**src/include/wdt_regs.svh**
```systemverilog
// register offsets, field positions, reset values and timing counts of the watchdog block
// What this block does
// load permit selects written count, else timeout
// load permit self-clears, cleared by software reset
// count in 23:16, reloaded on re-arm
// expiry raises firmware interrupt and output pin
// expired count stays zero until re-armed
// timeout 31:24 in seconds, resets to 2
// software keeps timeout at least two seconds
// device-functional write re-arms, self-clears
// force-expiry write expires now, zeroes count
// stuck-reason byte 31:24 for firmware, zero functional
// timer microseconds 9:0, milliseconds 19:10
// timer seconds in 31:20, up to 4095
// timer cleared by bus or software reset
// timer written only for test purposes
// enabled nonzero count decrements each second
`ifndef WDT_REGS_SVH
`define WDT_REGS_SVH
`define WDT_SETUP_OFFSET 16'h1040
`define WDT_SWSTS_OFFSET 16'h1044
`define WDT_FRT_OFFSET 16'h1048
`define WDT_ENABLE_BIT 0
`define WDT_LOAD_PERMIT_BIT 1
`define WDT_COUNT_LSB 16
`define WDT_COUNT_MSB 23
`define WDT_TIMEOUT_LSB 24
`define WDT_TIMEOUT_MSB 31
`define WDT_TIMEOUT_RESET 8'h02
`define WDT_FUNCTIONAL_BIT 0
`define WDT_FORCE_BIT 1
`define WDT_STUCK_LSB 24
`define WDT_STUCK_MSB 31
`define WDT_US_LSB 0
`define WDT_US_MSB 9
`define WDT_MS_LSB 10
`define WDT_MS_MSB 19
`define WDT_SEC_LSB 20
`define WDT_SEC_MSB 31
`define WDT_CLK_MHZ 200
`define WDT_US_NS 1000
`define WDT_CLK_NS 5
`define WDT_CYCLES_PER_US (`WDT_US_NS / `WDT_CLK_NS)
`define WDT_SUBUNITS 1000
`endif

```
**src/include/wdt_pkg.sv**
```systemverilog
// types shared by the watchdog block
package wdt_pkg;
   typedef enum logic [1:0] {
      wd_idle,
      wd_run,
      wd_expired
   } wd_state_type;
   typedef logic [7:0] wd_byte_type;
endpackage

```
**src/rtl/wdt_subcount.sv**
```systemverilog
// modulo counter used for microsecond and millisecond steps
`timescale 1ns/1ps
module wdt_subcount #(
   parameter int WIDTH = 10,
   parameter int MODULUS = 1000
) (
   input wire logic core_clk_in,
   input wire logic arst_n_in,
   input wire logic clear_in,
   input wire logic load_in,
   input wire logic [WIDTH-1:0] load_value_in,
   input wire logic step_in,
   output logic [WIDTH-1:0] count_out,
   output logic wrap_out
);
   logic [WIDTH-1:0] count_q;
   logic [WIDTH-1:0] count_d;
   localparam logic [WIDTH-1:0] LAST = WIDTH'(MODULUS - 1);

   assign wrap_out = step_in && (count_q == LAST);
   assign count_out = count_q;

   always_comb begin
      count_d = count_q;
      if (clear_in) begin
         count_d = '0;
      end else if (load_in) begin
         count_d = load_value_in;
      end else if (wrap_out) begin
         count_d = '0;
      end else if (step_in) begin
         count_d = count_q + WIDTH'(1);
      end
   end

   always_ff @(posedge core_clk_in or negedge arst_n_in) begin
      if (!arst_n_in) begin
         count_q <= '0;
      end else begin
         count_q <= count_d;
      end
   end
endmodule

```
**src/rtl/wdt_sync.sv**
```systemverilog
// two flip-flop synchroniser for pin levels
`timescale 1ns/1ps
module wdt_sync (
   input wire logic core_clk_in,
   input wire logic arst_n_in,
   input wire logic async_in,
   output logic sync_out
);
   logic meta_q;
   logic sync_q;

   always_ff @(posedge core_clk_in or negedge arst_n_in) begin
      if (!arst_n_in) begin
         meta_q <= 1'b0;
         sync_q <= 1'b0;
      end else begin
         meta_q <= async_in;
         sync_q <= meta_q;
      end
   end

   assign sync_out = sync_q;
endmodule

```
**src/rtl/wdt_top.sv**
```systemverilog
// watchdog with free-running microsecond, millisecond and second timer
`timescale 1ns/1ps
`include "wdt_regs.svh"
module wdt_top (
   input wire logic core_clk_in,
   input wire logic arst_n_in,
   input wire logic bus_reset_n_in,
   input wire logic sw_reset_in,
   input wire logic [15:0] reg_addr_in,
   input wire logic reg_wr_in,
   input wire logic [31:0] reg_wdata_in,
   input wire logic reg_rd_in,
   output logic [31:0] reg_rdata_out,
   output logic fw_irq_out,
   output logic dedicated_output_pin_out
);
   import wdt_pkg::*;

   // ****************************************
   // pin synchronisation
   // ****************************************
   logic bus_reset_n_s;
   logic bus_reset_pulse;

   wdt_sync bus_reset_sync (
      .core_clk_in(core_clk_in),
      .arst_n_in(arst_n_in),
      .async_in(bus_reset_n_in),
      .sync_out(bus_reset_n_s)
   );

   assign bus_reset_pulse = !bus_reset_n_s;

   // ****************************************
   // register decode
   // ****************************************
   function automatic logic hit(input logic [15:0] addr, input logic [15:0] offset);
      hit = (addr == offset);
   endfunction

   logic wr_setup;
   logic wr_swsts;
   logic wr_frt;
   logic rd_setup;
   logic rd_swsts;
   logic rd_frt;

   assign wr_setup = reg_wr_in && hit(reg_addr_in, `WDT_SETUP_OFFSET);
   assign wr_swsts = reg_wr_in && hit(reg_addr_in, `WDT_SWSTS_OFFSET);
   assign wr_frt = reg_wr_in && hit(reg_addr_in, `WDT_FRT_OFFSET);

   // ****************************************
   // read strobes
   // ****************************************
   assign rd_setup = reg_rd_in && hit(reg_addr_in, `WDT_SETUP_OFFSET);
   assign rd_swsts = reg_rd_in && hit(reg_addr_in, `WDT_SWSTS_OFFSET);
   assign rd_frt = reg_rd_in && hit(reg_addr_in, `WDT_FRT_OFFSET);

   // ****************************************
   // free-running timer
   // ****************************************
   localparam logic [7:0] CYC_LAST = 8'(`WDT_CYCLES_PER_US - 1);
   logic [7:0] cyc_q;
   logic [7:0] cyc_d;
   logic us_tick;
   logic ms_tick;
   logic sec_tick;
   logic frt_clear;
   logic [9:0] us_count;
   logic [9:0] ms_count;
   logic [11:0] sec_q;
   logic [11:0] sec_d;

   assign frt_clear = bus_reset_pulse || sw_reset_in;
   assign us_tick = (cyc_q == CYC_LAST);

   // ****************************************
   // microsecond prescaler
   // ****************************************
   always_comb begin
      cyc_d = cyc_q + 8'h01;
      if (frt_clear || wr_frt || us_tick) begin
         cyc_d = 8'h00;
      end
   end

   always_ff @(posedge core_clk_in or negedge arst_n_in) begin
      if (!arst_n_in) begin
         cyc_q <= 8'h00;
      end else begin
         cyc_q <= cyc_d;
      end
   end

   wdt_subcount #(.WIDTH(10), .MODULUS(`WDT_SUBUNITS)) us_counter (
      .core_clk_in(core_clk_in),
      .arst_n_in(arst_n_in),
      .clear_in(frt_clear),
      .load_in(wr_frt),
      .load_value_in(reg_wdata_in[`WDT_US_MSB:`WDT_US_LSB]),
      .step_in(us_tick),
      .count_out(us_count),
      .wrap_out(ms_tick)
   );

   wdt_subcount #(.WIDTH(10), .MODULUS(`WDT_SUBUNITS)) ms_counter (
      .core_clk_in(core_clk_in),
      .arst_n_in(arst_n_in),
      .clear_in(frt_clear),
      .load_in(wr_frt),
      .load_value_in(reg_wdata_in[`WDT_MS_MSB:`WDT_MS_LSB]),
      .step_in(ms_tick),
      .count_out(ms_count),
      .wrap_out(sec_tick)
   );

   // ****************************************
   // seconds field
   // ****************************************
   always_comb begin
      sec_d = sec_q;
      if (frt_clear) begin
         sec_d = 12'h000;
      end else if (wr_frt) begin
         sec_d = reg_wdata_in[`WDT_SEC_MSB:`WDT_SEC_LSB];
      end else if (sec_tick && sec_q != 12'hfff) begin
         sec_d = sec_q + 12'h001;
      end
   end

   always_ff @(posedge core_clk_in or negedge arst_n_in) begin
      if (!arst_n_in) begin
         sec_q <= 12'h000;
      end else begin
         sec_q <= sec_d;
      end
   end

   // ****************************************
   // watchdog
   // ****************************************
   wd_state_type state_q;
   wd_state_type state_d;
   logic enable_q;
   logic enable_d;
   logic load_permit_q;
   logic load_permit_d;
   wd_byte_type timeout_q;
   wd_byte_type timeout_d;
   wd_byte_type count_q;
   wd_byte_type count_d;
   wd_byte_type stuck_q;
   wd_byte_type stuck_d;
   wd_byte_type setup_count;
   logic irq_q;
   logic irq_d;
   logic rearm;
   logic force_exp;

   // ****************************************
   // watchdog strobes
   // ****************************************
   assign rearm = wr_swsts && reg_wdata_in[`WDT_FUNCTIONAL_BIT];
   assign force_exp = wr_swsts && reg_wdata_in[`WDT_FORCE_BIT];
   assign setup_count = load_permit_q ? reg_wdata_in[`WDT_COUNT_MSB:`WDT_COUNT_LSB]
                                      : reg_wdata_in[`WDT_TIMEOUT_MSB:`WDT_TIMEOUT_LSB];

   // ****************************************
   // watchdog control fields
   // ****************************************
   always_comb begin
      enable_d = enable_q;
      load_permit_d = load_permit_q;
      timeout_d = timeout_q;
      stuck_d = stuck_q;
      if (wr_setup) begin
         enable_d = reg_wdata_in[`WDT_ENABLE_BIT];
         timeout_d = reg_wdata_in[`WDT_TIMEOUT_MSB:`WDT_TIMEOUT_LSB];
         if (load_permit_q) begin
            load_permit_d = 1'b0;
         end else begin
            load_permit_d = reg_wdata_in[`WDT_LOAD_PERMIT_BIT];
         end
      end
      if (wr_swsts) begin
         stuck_d = reg_wdata_in[`WDT_STUCK_MSB:`WDT_STUCK_LSB];
      end
      if (sw_reset_in) begin
         load_permit_d = 1'b0;
      end
   end

   always_ff @(posedge core_clk_in or negedge arst_n_in) begin
      if (!arst_n_in) begin
         enable_q <= 1'b0;
         load_permit_q <= 1'b0;
         timeout_q <= `WDT_TIMEOUT_RESET;
         stuck_q <= 8'h00;
      end else begin
         enable_q <= enable_d;
         load_permit_q <= load_permit_d;
         timeout_q <= timeout_d;
         stuck_q <= stuck_d;
      end
   end

   // ****************************************
   // watchdog count and expiry
   // ****************************************
   always_comb begin
      count_d = count_q;
      state_d = state_q;
      case (state_q)
         wd_idle: begin
            if (wr_setup) begin
               count_d = setup_count;
               state_d = wd_run;
            end
         end
         wd_run: begin
            if (wr_setup) begin
               count_d = setup_count;
            end else if (enable_q && (count_q == 8'h00 || (sec_tick && count_q == 8'h01))) begin
               count_d = 8'h00;
               state_d = wd_expired;
            end else if (enable_q && sec_tick) begin
               count_d = count_q - 8'h01;
            end
         end
         wd_expired: begin
            count_d = 8'h00;
         end
         default: begin
            state_d = wd_idle;
         end
      endcase
      if (rearm) begin
         count_d = timeout_d;
         state_d = wd_run;
      end
      if (force_exp) begin
         count_d = 8'h00;
         state_d = wd_expired;
      end
      irq_d = (state_d == wd_expired);
   end

   always_ff @(posedge core_clk_in or negedge arst_n_in) begin
      if (!arst_n_in) begin
         state_q <= wd_idle;
         count_q <= `WDT_TIMEOUT_RESET;
         irq_q <= 1'b0;
      end else begin
         state_q <= state_d;
         count_q <= count_d;
         irq_q <= irq_d;
      end
   end

   // ****************************************
   // watchdog outputs
   // ****************************************
   assign fw_irq_out = irq_q;
   assign dedicated_output_pin_out = irq_q;

   // ****************************************
   // read data
   // ****************************************
   logic [31:0] rdata_q;
   logic [31:0] rdata_d;
   logic [31:0] setup_view;
   logic [31:0] swsts_view;
   logic [31:0] frt_view;

   // ****************************************
   // register views
   // ****************************************
   assign setup_view = {timeout_q, count_q, 14'h0000, load_permit_q, enable_q};
   assign swsts_view = {stuck_q, 24'h000000};
   assign frt_view = {sec_q, ms_count, us_count};

   always_comb begin
      rdata_d = 32'h0000_0000;
      if (rd_setup) begin
         rdata_d = setup_view;
      end else if (rd_swsts) begin
         rdata_d = swsts_view;
      end else if (rd_frt) begin
         rdata_d = frt_view;
      end
   end

   always_ff @(posedge core_clk_in or negedge arst_n_in) begin
      if (!arst_n_in) begin
         rdata_q <= 32'h0000_0000;
      end else begin
         rdata_q <= rdata_d;
      end
   end

   assign reg_rdata_out = rdata_q;
endmodule

```
**config.mk**
```make
export PLATFORM = sky130hd
export DESIGN_NAME = wdt_top
export DESIGN_NICKNAME = d
export VERILOG_FILES = /design/src/include/wdt_pkg.sv /design/src/rtl/wdt_subcount.sv /design/src/rtl/wdt_sync.sv /design/src/rtl/wdt_top.sv
export VERILOG_INCLUDE_DIRS = /design/src /design/src/include
export SDC_FILE = /design/constraint.sdc
export NUM_CORES = 1
export LEC_CHECK = 0
export BUFFER_PORTS_ARGS = -buffer_cell sky130_fd_sc_hd__buf_2
export CAP_MARGIN = 40
export CORE_UTILIZATION = 45
export DETAILED_ROUTE_END_ITERATION = 6
export PLACE_DENSITY_LB_ADDON = 0.15
export RECOVER_POWER = 25
export SLEW_MARGIN = 20
export SYNTH_ARGS = -nofsm -noshare
export SYNTH_HDL_FRONTEND = slang
export SYNTH_HIERARCHICAL = 1
export SYNTH_SLANG_ARGS = --single-unit
```
**constraint.sdc**
```tcl
create_clock -name core_clk_in -period 5.6 [get_ports core_clk_in]
set_input_delay 0.56 -clock core_clk_in [delete_from_list [all_inputs] [get_ports core_clk_in]]
set_output_delay 0.56 -clock core_clk_in [all_outputs]
set_load 0.005 [all_outputs]
```
* After elaboration in Yosys (flattened, before gate mapping) *
Index checks and enable logic that the tools add are counted.

storage, ports and cells
  register bits after elaboration = 103
  output and inout bits = 34
  word-level logic and storage cells = 92

cells by class
  add/subtract/negate cells = 5
  equal/unequal tests = 13
  multiplexer cells = 33
  reduce and logical (&&, ||, !) cells = 27

operators by type and width
  operator               number
  $mux 32                3
  $mux 10                8
  $mux 8                 9
  $eq 16x13->1 const B   3
  $mux 12                3
  $pmux 8 s3             1
  $add 10x1->10 const B  2
  $eq 10x10->1 const B   2
  $logic_and 1x1->1      14
  $add 12x1->12 const B  1
  $ne 12x12->1 const B   1
  $mux 2                 5
  $add 8x1->8 const B    1
  $eq 8x1->1 const B     1
  $eq 8x8->1 const B     1
  $logic_not 8->1        1
  $reduce_bool 4->1      2
  $sub 8x1->8 const B    1
  $ne 6x6->1 const B     1
  $pmux 2 s3             1
  $reduce_bool 5->1      1
  $eq 2x2->1 const B     2
  $logic_or 1x1->1       4
  $ne 4x4->1 const B     1
  other kinds (7)        9

* Depth between registers and ports, before layout *
Gate-level depths: netlist of run 1.

  word-level depth = 12
  depth in mapped cells = 16
  depth with buffers taken out = 15

* Modules after synthesis *
Netlist of run 1, hierarchy kept.

by module, submodules not included
  module        times used  cells an instance  area an instance (µm²)
  wdt_top       1           435                4234.1
  wdt_subcount  2           81                 703.2
  wdt_sync      1           2                  50.0

* Worst setup path after synthesis of run 1 *
Ideal clock, no wire load.

  path type = reg-to-reg
  start = register cyc_q[0]
  end = register count_q[0]
  arrival = 2.771 ns
  data required time = 5.474 ns
  path slack = 2.703 ns
  stages on the path, launching flop included = 16
  path buffers = 0
  clock period less this slack = 2.897 ns
  cell sequence = dfrtp_1 -> ha_1 -> nand4_1 -> nor4_1 -> and2_1 -> nand3_1 -> inv_1 -> and2_1 -> nand3_1 -> inv_1 -> a21o_1 -> and3_1 -> a211oi_1 -> o211ai_1 -> a211oi_1 -> a221o_1

between the ends
  cells in the longest elaborated chain, start to end = 11
  elaborated cells between the ends (all ways) = 14

ends and longest elaborated chain
  what                    RTL line            text
  from (decl)             wdt_top.sv:63       logic [7:0] cyc_q;
  from (signal assigned)  wdt_top.sv:91       cyc_q <= cyc_d;
  $eq 8x8->1 (*)          wdt_top.sv:75       assign us_tick = (cyc_q == CYC_LAST);
  net us_tick             wdt_top.sv:65       logic us_tick;
  $logic_and 1x1->1 (*)   wdt_subcount.sv:20  assign wrap_out = step_in && (count_q == LAST);
  net ms_tick             wdt_top.sv:66       logic ms_tick;
  $logic_and 1x1->1 (*)   wdt_subcount.sv:20
  net sec_tick            wdt_top.sv:67       logic sec_tick;
  $logic_and 1x1->1       wdt_top.sv:223      end else if (enable_q && (count_q == 8'h00 || (sec_tick && count_q == 8'h01))) begin
  $logic_or 1x1->1        wdt_top.sv:223
  $logic_and 1x1->1       wdt_top.sv:223
  $mux 8                  wdt_top.sv:223
  $mux 8                  wdt_top.sv:221      if (wr_setup) begin
  $pmux 8 s3              wdt_top.sv:213      case (state_q)
  $mux 8                  wdt_top.sv:237      if (rearm) begin
  $mux 8                  wdt_top.sv:241      if (force_exp) begin
  to (signal assigned)    wdt_top.sv:251      count_q <= `WDT_TIMEOUT_RESET;
  to (signal assigned)    wdt_top.sv:255      count_q <= count_d;
  to (decl)               wdt_top.sv:150      wd_byte_type count_q;

Mark *: on every way through the listed nets, which the timed path passes. The rest lies on a longest branch.
A chain may end at the register's enable or synchronous reset.

* Worst setup path in the final report of run 1 *
Ends and elaborated chain as after synthesis.

==> results of run 1 <==
-- placed cells by master (no fill, tap or decap), types with 5 or more instances in the layout --
| cell | count |
|---|---|
| o21ai_0 | 22 |
| buf_2 | 85 |
| nor3_1 | 11 |
| ha_1 | 12 |
| nor4_1 | 5 |
| a21oi_1 | 32 |
| a211oi_1 | 11 |
| xor2_1 | 17 |
| nor2b_1 | 6 |
| and3_1 | 20 |
| nand2_1 | 49 |
| dfrtp_1 | 101 |
| clkbuf_16 | 9 |
| a221o_1 | 6 |
| nand3_1 | 30 |
| nor2_1 | 65 |
| buf_4 | 5 |
| xnor2_1 | 11 |
| mux2i_1 | 32 |
| mux2_2 | 8 |
| nor3b_1 | 15 |
| or3b_1 | 5 |
| inv_1 | 23 |
| nand4_1 | 7 |
| o22ai_1 | 10 |
-- registers in the layout, indices dropped and copies added (netlist names) --
register,flops
reg_rdata_out,32
sec_q,12
ms_counter/count_out,10
us_counter/count_out,10
count_q,8
cyc_q,8
stuck_q,8
timeout_q,8
state_q,2
bus_reset_sync/meta_q,1
bus_reset_sync/sync_out,1
dedicated_output_pin_out,1
enable_q,1
load_permit_q,1
-- report_power, final --
part | internal [mW] | switching [mW]
clock | 0.321 | 0.295
sequential | 0.746 | 0.00240
combinational | 0.0311 | 0.0573
-- how the worst min path moves through the flow --
stage | end | startpoint | cells past startpoint
finish | bus_reset_sync/meta_q | bus_reset_n_in | 1
global placement | bus_reset_sync/sync_out | bus_reset_sync/meta_q | 0
global route | bus_reset_sync/meta_q | bus_reset_n_in | 1
CTS | count_q[7] | arst_n_in | 1
floorplan | bus_reset_sync/meta_q | arst_n_in | 0
detailed placement | bus_reset_sync/sync_out | bus_reset_sync/meta_q | 0
-- layer usage --
layer / wire length [um] / GRT usage (%) / vias to the layer above
met5: 0 / 0 / -
met4: 362 / 9.61 / 0
met3: 861 / 4.39 / 30
met2: 6810 / 38.7 / 181
met1: 6790 / 32.5 / 2359
li1: - / - / 2289
-- stage by stage --
stage | std cells | instance area (sq um) | utilization (%) | power [mW] | setup slack [ps]
floorplan | 599 | 5690 | - | 0.799 | 2700
global placement | 826 | 6230 | 51.2 | 0.849 | 1870
detailed placement | 828 | 6260 | 51.4 | 0.852 | 1860
CTS | 844 | 6550 | 53.8 | 1.47 | 1850
global route | 846 | 6560 | 53.9 | 1.51 | 1420
finish | 846 | 6560 | 53.9 | 1.45 | 1820
-- cell families after synthesis --
group           count (synthesis)  share of synthesized area [%]
fa+ha+maj                      12                           2.64
compound gates                108                           12.7
xor+xnor                       28                           4.31
flops                         103                           45.3
simple gates                  253                           23.9
mux                            40                           7.21
buf+inv                        55                           3.94
-- critical path, cell delays in order, from the launching register on --
cell and delay, ps:
dfrtp_1 360, ha_1 220, nand4_1 110, nor4_1 190
buf_4 240, and2_1 190, nand3_1 120, inv_1 280
and2_1 240, nand3_1 130, inv_1 220, a21o_1 240
and3_1 230, a211oi_1 90, o211ai_1 420, a211oi_1 100
a221o_1 290
-- final cells by class --
class                   count  area (sq um)  area share [%]
flip-flops and latches    103          2580            39.3
inverters                  23          86.3            1.32
clock inverters             6          51.3           0.782
well taps                 168           210            3.20
multi-input cells         441          2890            44.0
clock buffers              10           239            3.64
repair buffers             95           505            7.71
==> metrics, run 1 <==
outcome complete, but fails checks; failing checks max-capacitance violations, max-slew violations; Vias just under 5000; Syn-to-layout area delta 15.3%; Core Box Area between 10000 and 15000 sq um; reg-to-reg startpoint cyc_q[0]; Sink Count 103; worst rel slew slack -81.0%; final WL roughly 15000 um; synthesis-stage register bit count 103; Wirelength per Cell 17.5 um; Leak 3.02 nW; DR vias/cell 5.74; DP Wirelength about 11000 um; CTS Buf Count 9; first-pass GRT wire length 24100 um; Max-Cap Viols 1; clk buf depth 2; Critical Path AT 4020 ps; syn nets between 600 and 700; crit path from cyc_q[0]; syn_area_per_cell roughly 9.5 sq um; Inserted Diodes 0; layout cells sized above 1 between 10% and 20%; RSZ-0062 raised after global routing false; grt total ovfl 0; commonest register cell after synthesis dfrtp_1; cell count after synthesis about 600; largest cells by area after synthesis dfrtp_1 (44%), mux2i_1 (5.6%), nor2_1 (4.3%); final hold vios 0; sequential fraction of the synthesis area 45.3%; part of the cycle the worst path needs roughly two thirds; synth unique cells a little over 60; Worst Path Max Fanout 13; PortBufs 87; via count of the first global-routing pass ~4800; Critical Path Sink count_q[0]; setup TNS 0 ps; post-cts hold buffer count 0; antenna violations before repair 0; startpoint types flop; die area ~13000 sq um; flop-to-flop setup slack between 1500 and 2000 ps; post-route antenna net violation count 0; Slew Viols, Final 50; layout filler cell count between 1000 and 1500; setup violators final 0; worst skew pair latency 360 ps; worst clock skew 7.63 ps; CP required just under 6000 ps; minimum clock period approximately 3800 ps; Reg clk slew, reported paths roughly 70 ps; Post-synth top cells dfrtp_1 (101), nor2_1 (65), nand2_1 (49); num ports 88; GRT Total Usage between 20% and 30%; Die W between 100 and 150 um; PostCTS Resize Cnt 0; DRC 0; clk root buf clkbuf_16; Min Hold Slack a little over 300 ps; Worst Max-Slew Pin Slew about 2700 ps; FP Rows 40; worst setup path category reg -> reg; Yosys top cell by area dfrtp_1; area share of the largest cell type after synthesis ~44%; CP Capture Type flop; Post-CTS Setup Bufs 0; worst r2r dst count_q[0]; drt first-iter violations around 390; Worst VDD drop 181 uV; Final Wtd Congestion just over 0.9; CTS tree done; Mapped Area around 5700 sq um; Hold Path Class in -> reg; die height 114 um; fin nets approximately 740; Pwr Density 221 nW/um^2; most frequent cell after synthesis dfrtp_1; FF-to-FF path depth 16; YS warnings 6; Initial Util between 40% and 50%; TritonRoute pass-1 iters 4; Async S/R FF share, synth between 90% and 100%; pin count of the biggest net entering global routing between 50 and 60; Fmax about 260 MHz; Post-synth EDFFs 0; htree depth 3
Power figures use the tool's default switching activity.
==> run 2, diff against run 1 <==
ABC_AREA = 1   (was not set)
clock period = 4 ns   (was 5.6 ns; I/O delays follow)
==> metrics, run 2 <==
TritonRoute pass-1 iters 6 (+2); Worst Max-Slew Pin Slew 2070 ps (-646 ps); commonest register cell after synthesis dfrtp_1; Register Area 2580 sq um (unchanged); Die W 118 um (+3.0%); final WL 15400 um (+3.9%); PostCTS Resize Cnt 0 (unchanged); CP required 4250 ps (-1590 ps); area share of the largest cell type after synthesis 41.8% (-2.6 points); layout filler cell count 1302 (+15%); post-synthesis compound-gate area fraction 10.4% (-2.3 points); Post-synth top cells nand2_1 (255), inv_1 (119), dfrtp_1 (101); largest family of logic cells by synthesized area simple AND/OR/NAND/NOR gates; synth unique cells 44 (-28%); PortBufs 87 (unchanged); first-pass GRT wire length 25600 um (+6.2%); Core Box Area 12900 sq um (+5.9%); Wirelength per Cell 14.3 um (-19%); DR vias/cell 5.05 (-12%); mux cell area share after synthesis 0% (-7.2 points); die area 13900 sq um (+6.2%); Sink Count 103 (unchanged); antenna violations before repair 0 (unchanged); Fmax 332 MHz (+26%); worst setup path category reg -> reg; clk buf depth 2 (unchanged); Final Wtd Congestion 0.868 (-4.8%); Post-synth EDFFs 0 (unchanged); Post-CTS Setup Bufs 0 (unchanged); grt total ovfl 0 (unchanged); layout cells sized above 1 17.4% (-2.1 points); syn nets 884 (+33%); via count of the first global-routing pass 5007 (+4.4%); FP Rows 41 (+2.5%); Max-Cap Viols 1 (unchanged); Slew Viols, Final 37 (-26%); minimum clock period 3010 ps (-769 ps); Critical Path AT 3260 ps (-760 ps); post-cts hold buffer count 0 (unchanged); CTS Buf Count 9 (unchanged); Post-Synth Simple-Gate Area 32.2% (+8.3 points); CP Capture Type flop; GRT Total Usage 23.5% (-0.64 points); Syn-to-layout area delta 14.8%; final hold vios 0 (unchanged); Async S/R FF share, synth 100% (unchanged); Mapped Area 6050 sq um (+6.3%); htree depth 3 (unchanged); clk root buf clkbuf_16; Inserted Diodes 0 (unchanged); Leak 3.60 nW (+19%); post-layout util 53.9% (about the same); Initial Util 47.0% (+0.17 points); num ports 88 (unchanged); Post-Synth XOR/XNOR Area 2.61% (-1.7 points); syn_area_per_cell 7.39 sq um (-22%); post-synthesis adder-cell area fraction 2.48% (-0.16 points); DP Wirelength 11400 um (+6.7%); die height 118 um (+3.0%); drt first-iter violations 422 (+7.7%); Vias 5453 (+12%); Worst VDD drop 270 uV (+49%); DRC 0 (unchanged); startpoint types flop; pin count of the biggest net entering global routing 40 (-29%); setup TNS 0 ps (unchanged); YS warnings 6 (unchanged); Reg clk slew, reported paths 60 ps (about the same); post-route antenna net violation count 0 (unchanged); CTS tree done; failing checks max-capacitance violations, max-slew violations; largest cells by area after synthesis dfrtp_1 (42%), nand2_1 (16%), inv_1 (7.4%); synthesis-stage register bit count 103 (unchanged); commonest non-fill, non-tap cells in the layout nand2_1 (255), inv_1 (119), dfrtp_1 (101); most frequent cell after synthesis nand2_1; cell count after synthesis 818 (+37%); worst rel slew slack -37.9% (+43 points); Hold Path Class in -> reg; most common cell after layout, fill and taps aside nand2_1; sequential fraction of the synthesis area 42.7% (-2.7 points); outcome complete, but fails checks; worst skew pair latency 360 ps (about the same); RSZ-0062 raised after global routing false; Yosys top cell by area dfrtp_1; Worst Path Max Fanout 5 (-8); number of flip-flops in the largest register 32 (unchanged); fin nets 969 (+31%); Pwr Density 383 nW/um^2 (+73%); setup violators final 0 (unchanged); area taken by multi-input logic gates 2890 sq um (about the same); worst clock skew 12.0 ps (+4.42 ps); part of the cycle the worst path needs 75.2% (+7.8 points)
==> run 2: cell count changes after synthesis, sizes merged, moves of 18 or more <==
| cell | delta |
|---|---|
| nor2 | +23 |
| nand3 | +19 |
| and3 | -18 |
| a21oi | -21 |
| mux2i | -32 |
| nand2 | +221 |
| o21ai | +32 |
| inv | +102 |
==> run 2: path summary, 6_finish.rpt <==
check | slack (ps) | startpoint | to | depth (start not counted)
max reg2reg | 990 | cyc_q[0] | count_q[2] | 22
max in group asynchronous | 2060 | arst_n_in | reg_rdata_out[3] | 2
max | 990 | cyc_q[0] | count_q[2] | 22
min in group asynchronous | 630 | arst_n_in | reg_rdata_out[27] | 1
min | 150 | bus_reset_n_in | bus_reset_sync/meta_q | 1
min reg2reg | 350 | bus_reset_sync/meta_q | bus_reset_sync/sync_out | 0
==> run 2: logic make-up after synthesis <==
| kind of cell | Yosys count |
|---|---|
| compound gates | 102 |
| xor+xnor | 18 |
| fa+ha+maj | 12 |
| buf+inv | 145 |
| flops | 103 |
| simple gates | 438 |
==> run 2: per-layer routing <==
| layer | vias up | track usage [%] | share of wire [%] |
|---|---|---|---|
| met5 | - | 0 | 0 |
| met4 | 0 | 6.81 | 1.7 |
| met3 | 21 | 5.14 | 5.5 |
| met2 | 149 | 36.3 | 45 |
| met1 | 2534 | 33.1 | 48 |
| li1 | 2749 | - | - |
==> run 2: layout make-up <==
cell class | count | share of cell area (%)
timing repair buffer | 94 | 7.30
inverter | 125 | 6.80
sequential | 103 | 37.2
clock inverter | 5 | 0.721
tap | 172 | 3.10
clock buffer | 11 | 3.35
multi-input combinational | 570 | 41.6
==> run 2: worst max-delay path: stages (launching register included) <==
cell and delay [ps]:
dfrtp_1 360, ha_1 170, nand2_1 100, nor3_1 390
nand2_1 100, nor2_1 140, nand3_2 140, inv_1 100
nand2_1 60, nor2_1 110, nand3_2 130, inv_1 140
a21oi_1 80, nor2_1 100, nand2_1 130, inv_1 90
nand2_1 60, nand2_1 100, nand2_1 120, nand3_1 100
nand2_1 50, nand2_1 70, nand2_1 50
==> run 2: per-stage QoR <==
| step | setup slack (ps) | cell area, sq um | std cells | total power, mW | hold slack (ps) |
|---|---|---|---|---|---|
| 2_1_floorplan | 1560 | 6050 | 818 | 1.61 | 104 |
| 3_3_place_gp | 1210 | 6630 | 1062 | 1.79 | 334 |
| 3_5_place_dp | 1050 | 6660 | 1064 | 1.79 | 345 |
| 4_1_cts | 1000 | 6950 | 1080 | 2.67 | 16.5 |
| 5_1_grt | 618 | 6940 | 1080 | 2.80 | 141 |
| 6_report | 990 | 6940 | 1080 | 2.66 | 152 |
==> run 2: where the power goes <==
group          total (mW)  internal [mW]  switching (mW)
clock network       0.872          0.481           0.390
logic               0.642          0.229           0.413
registers            1.14           1.09          0.0513
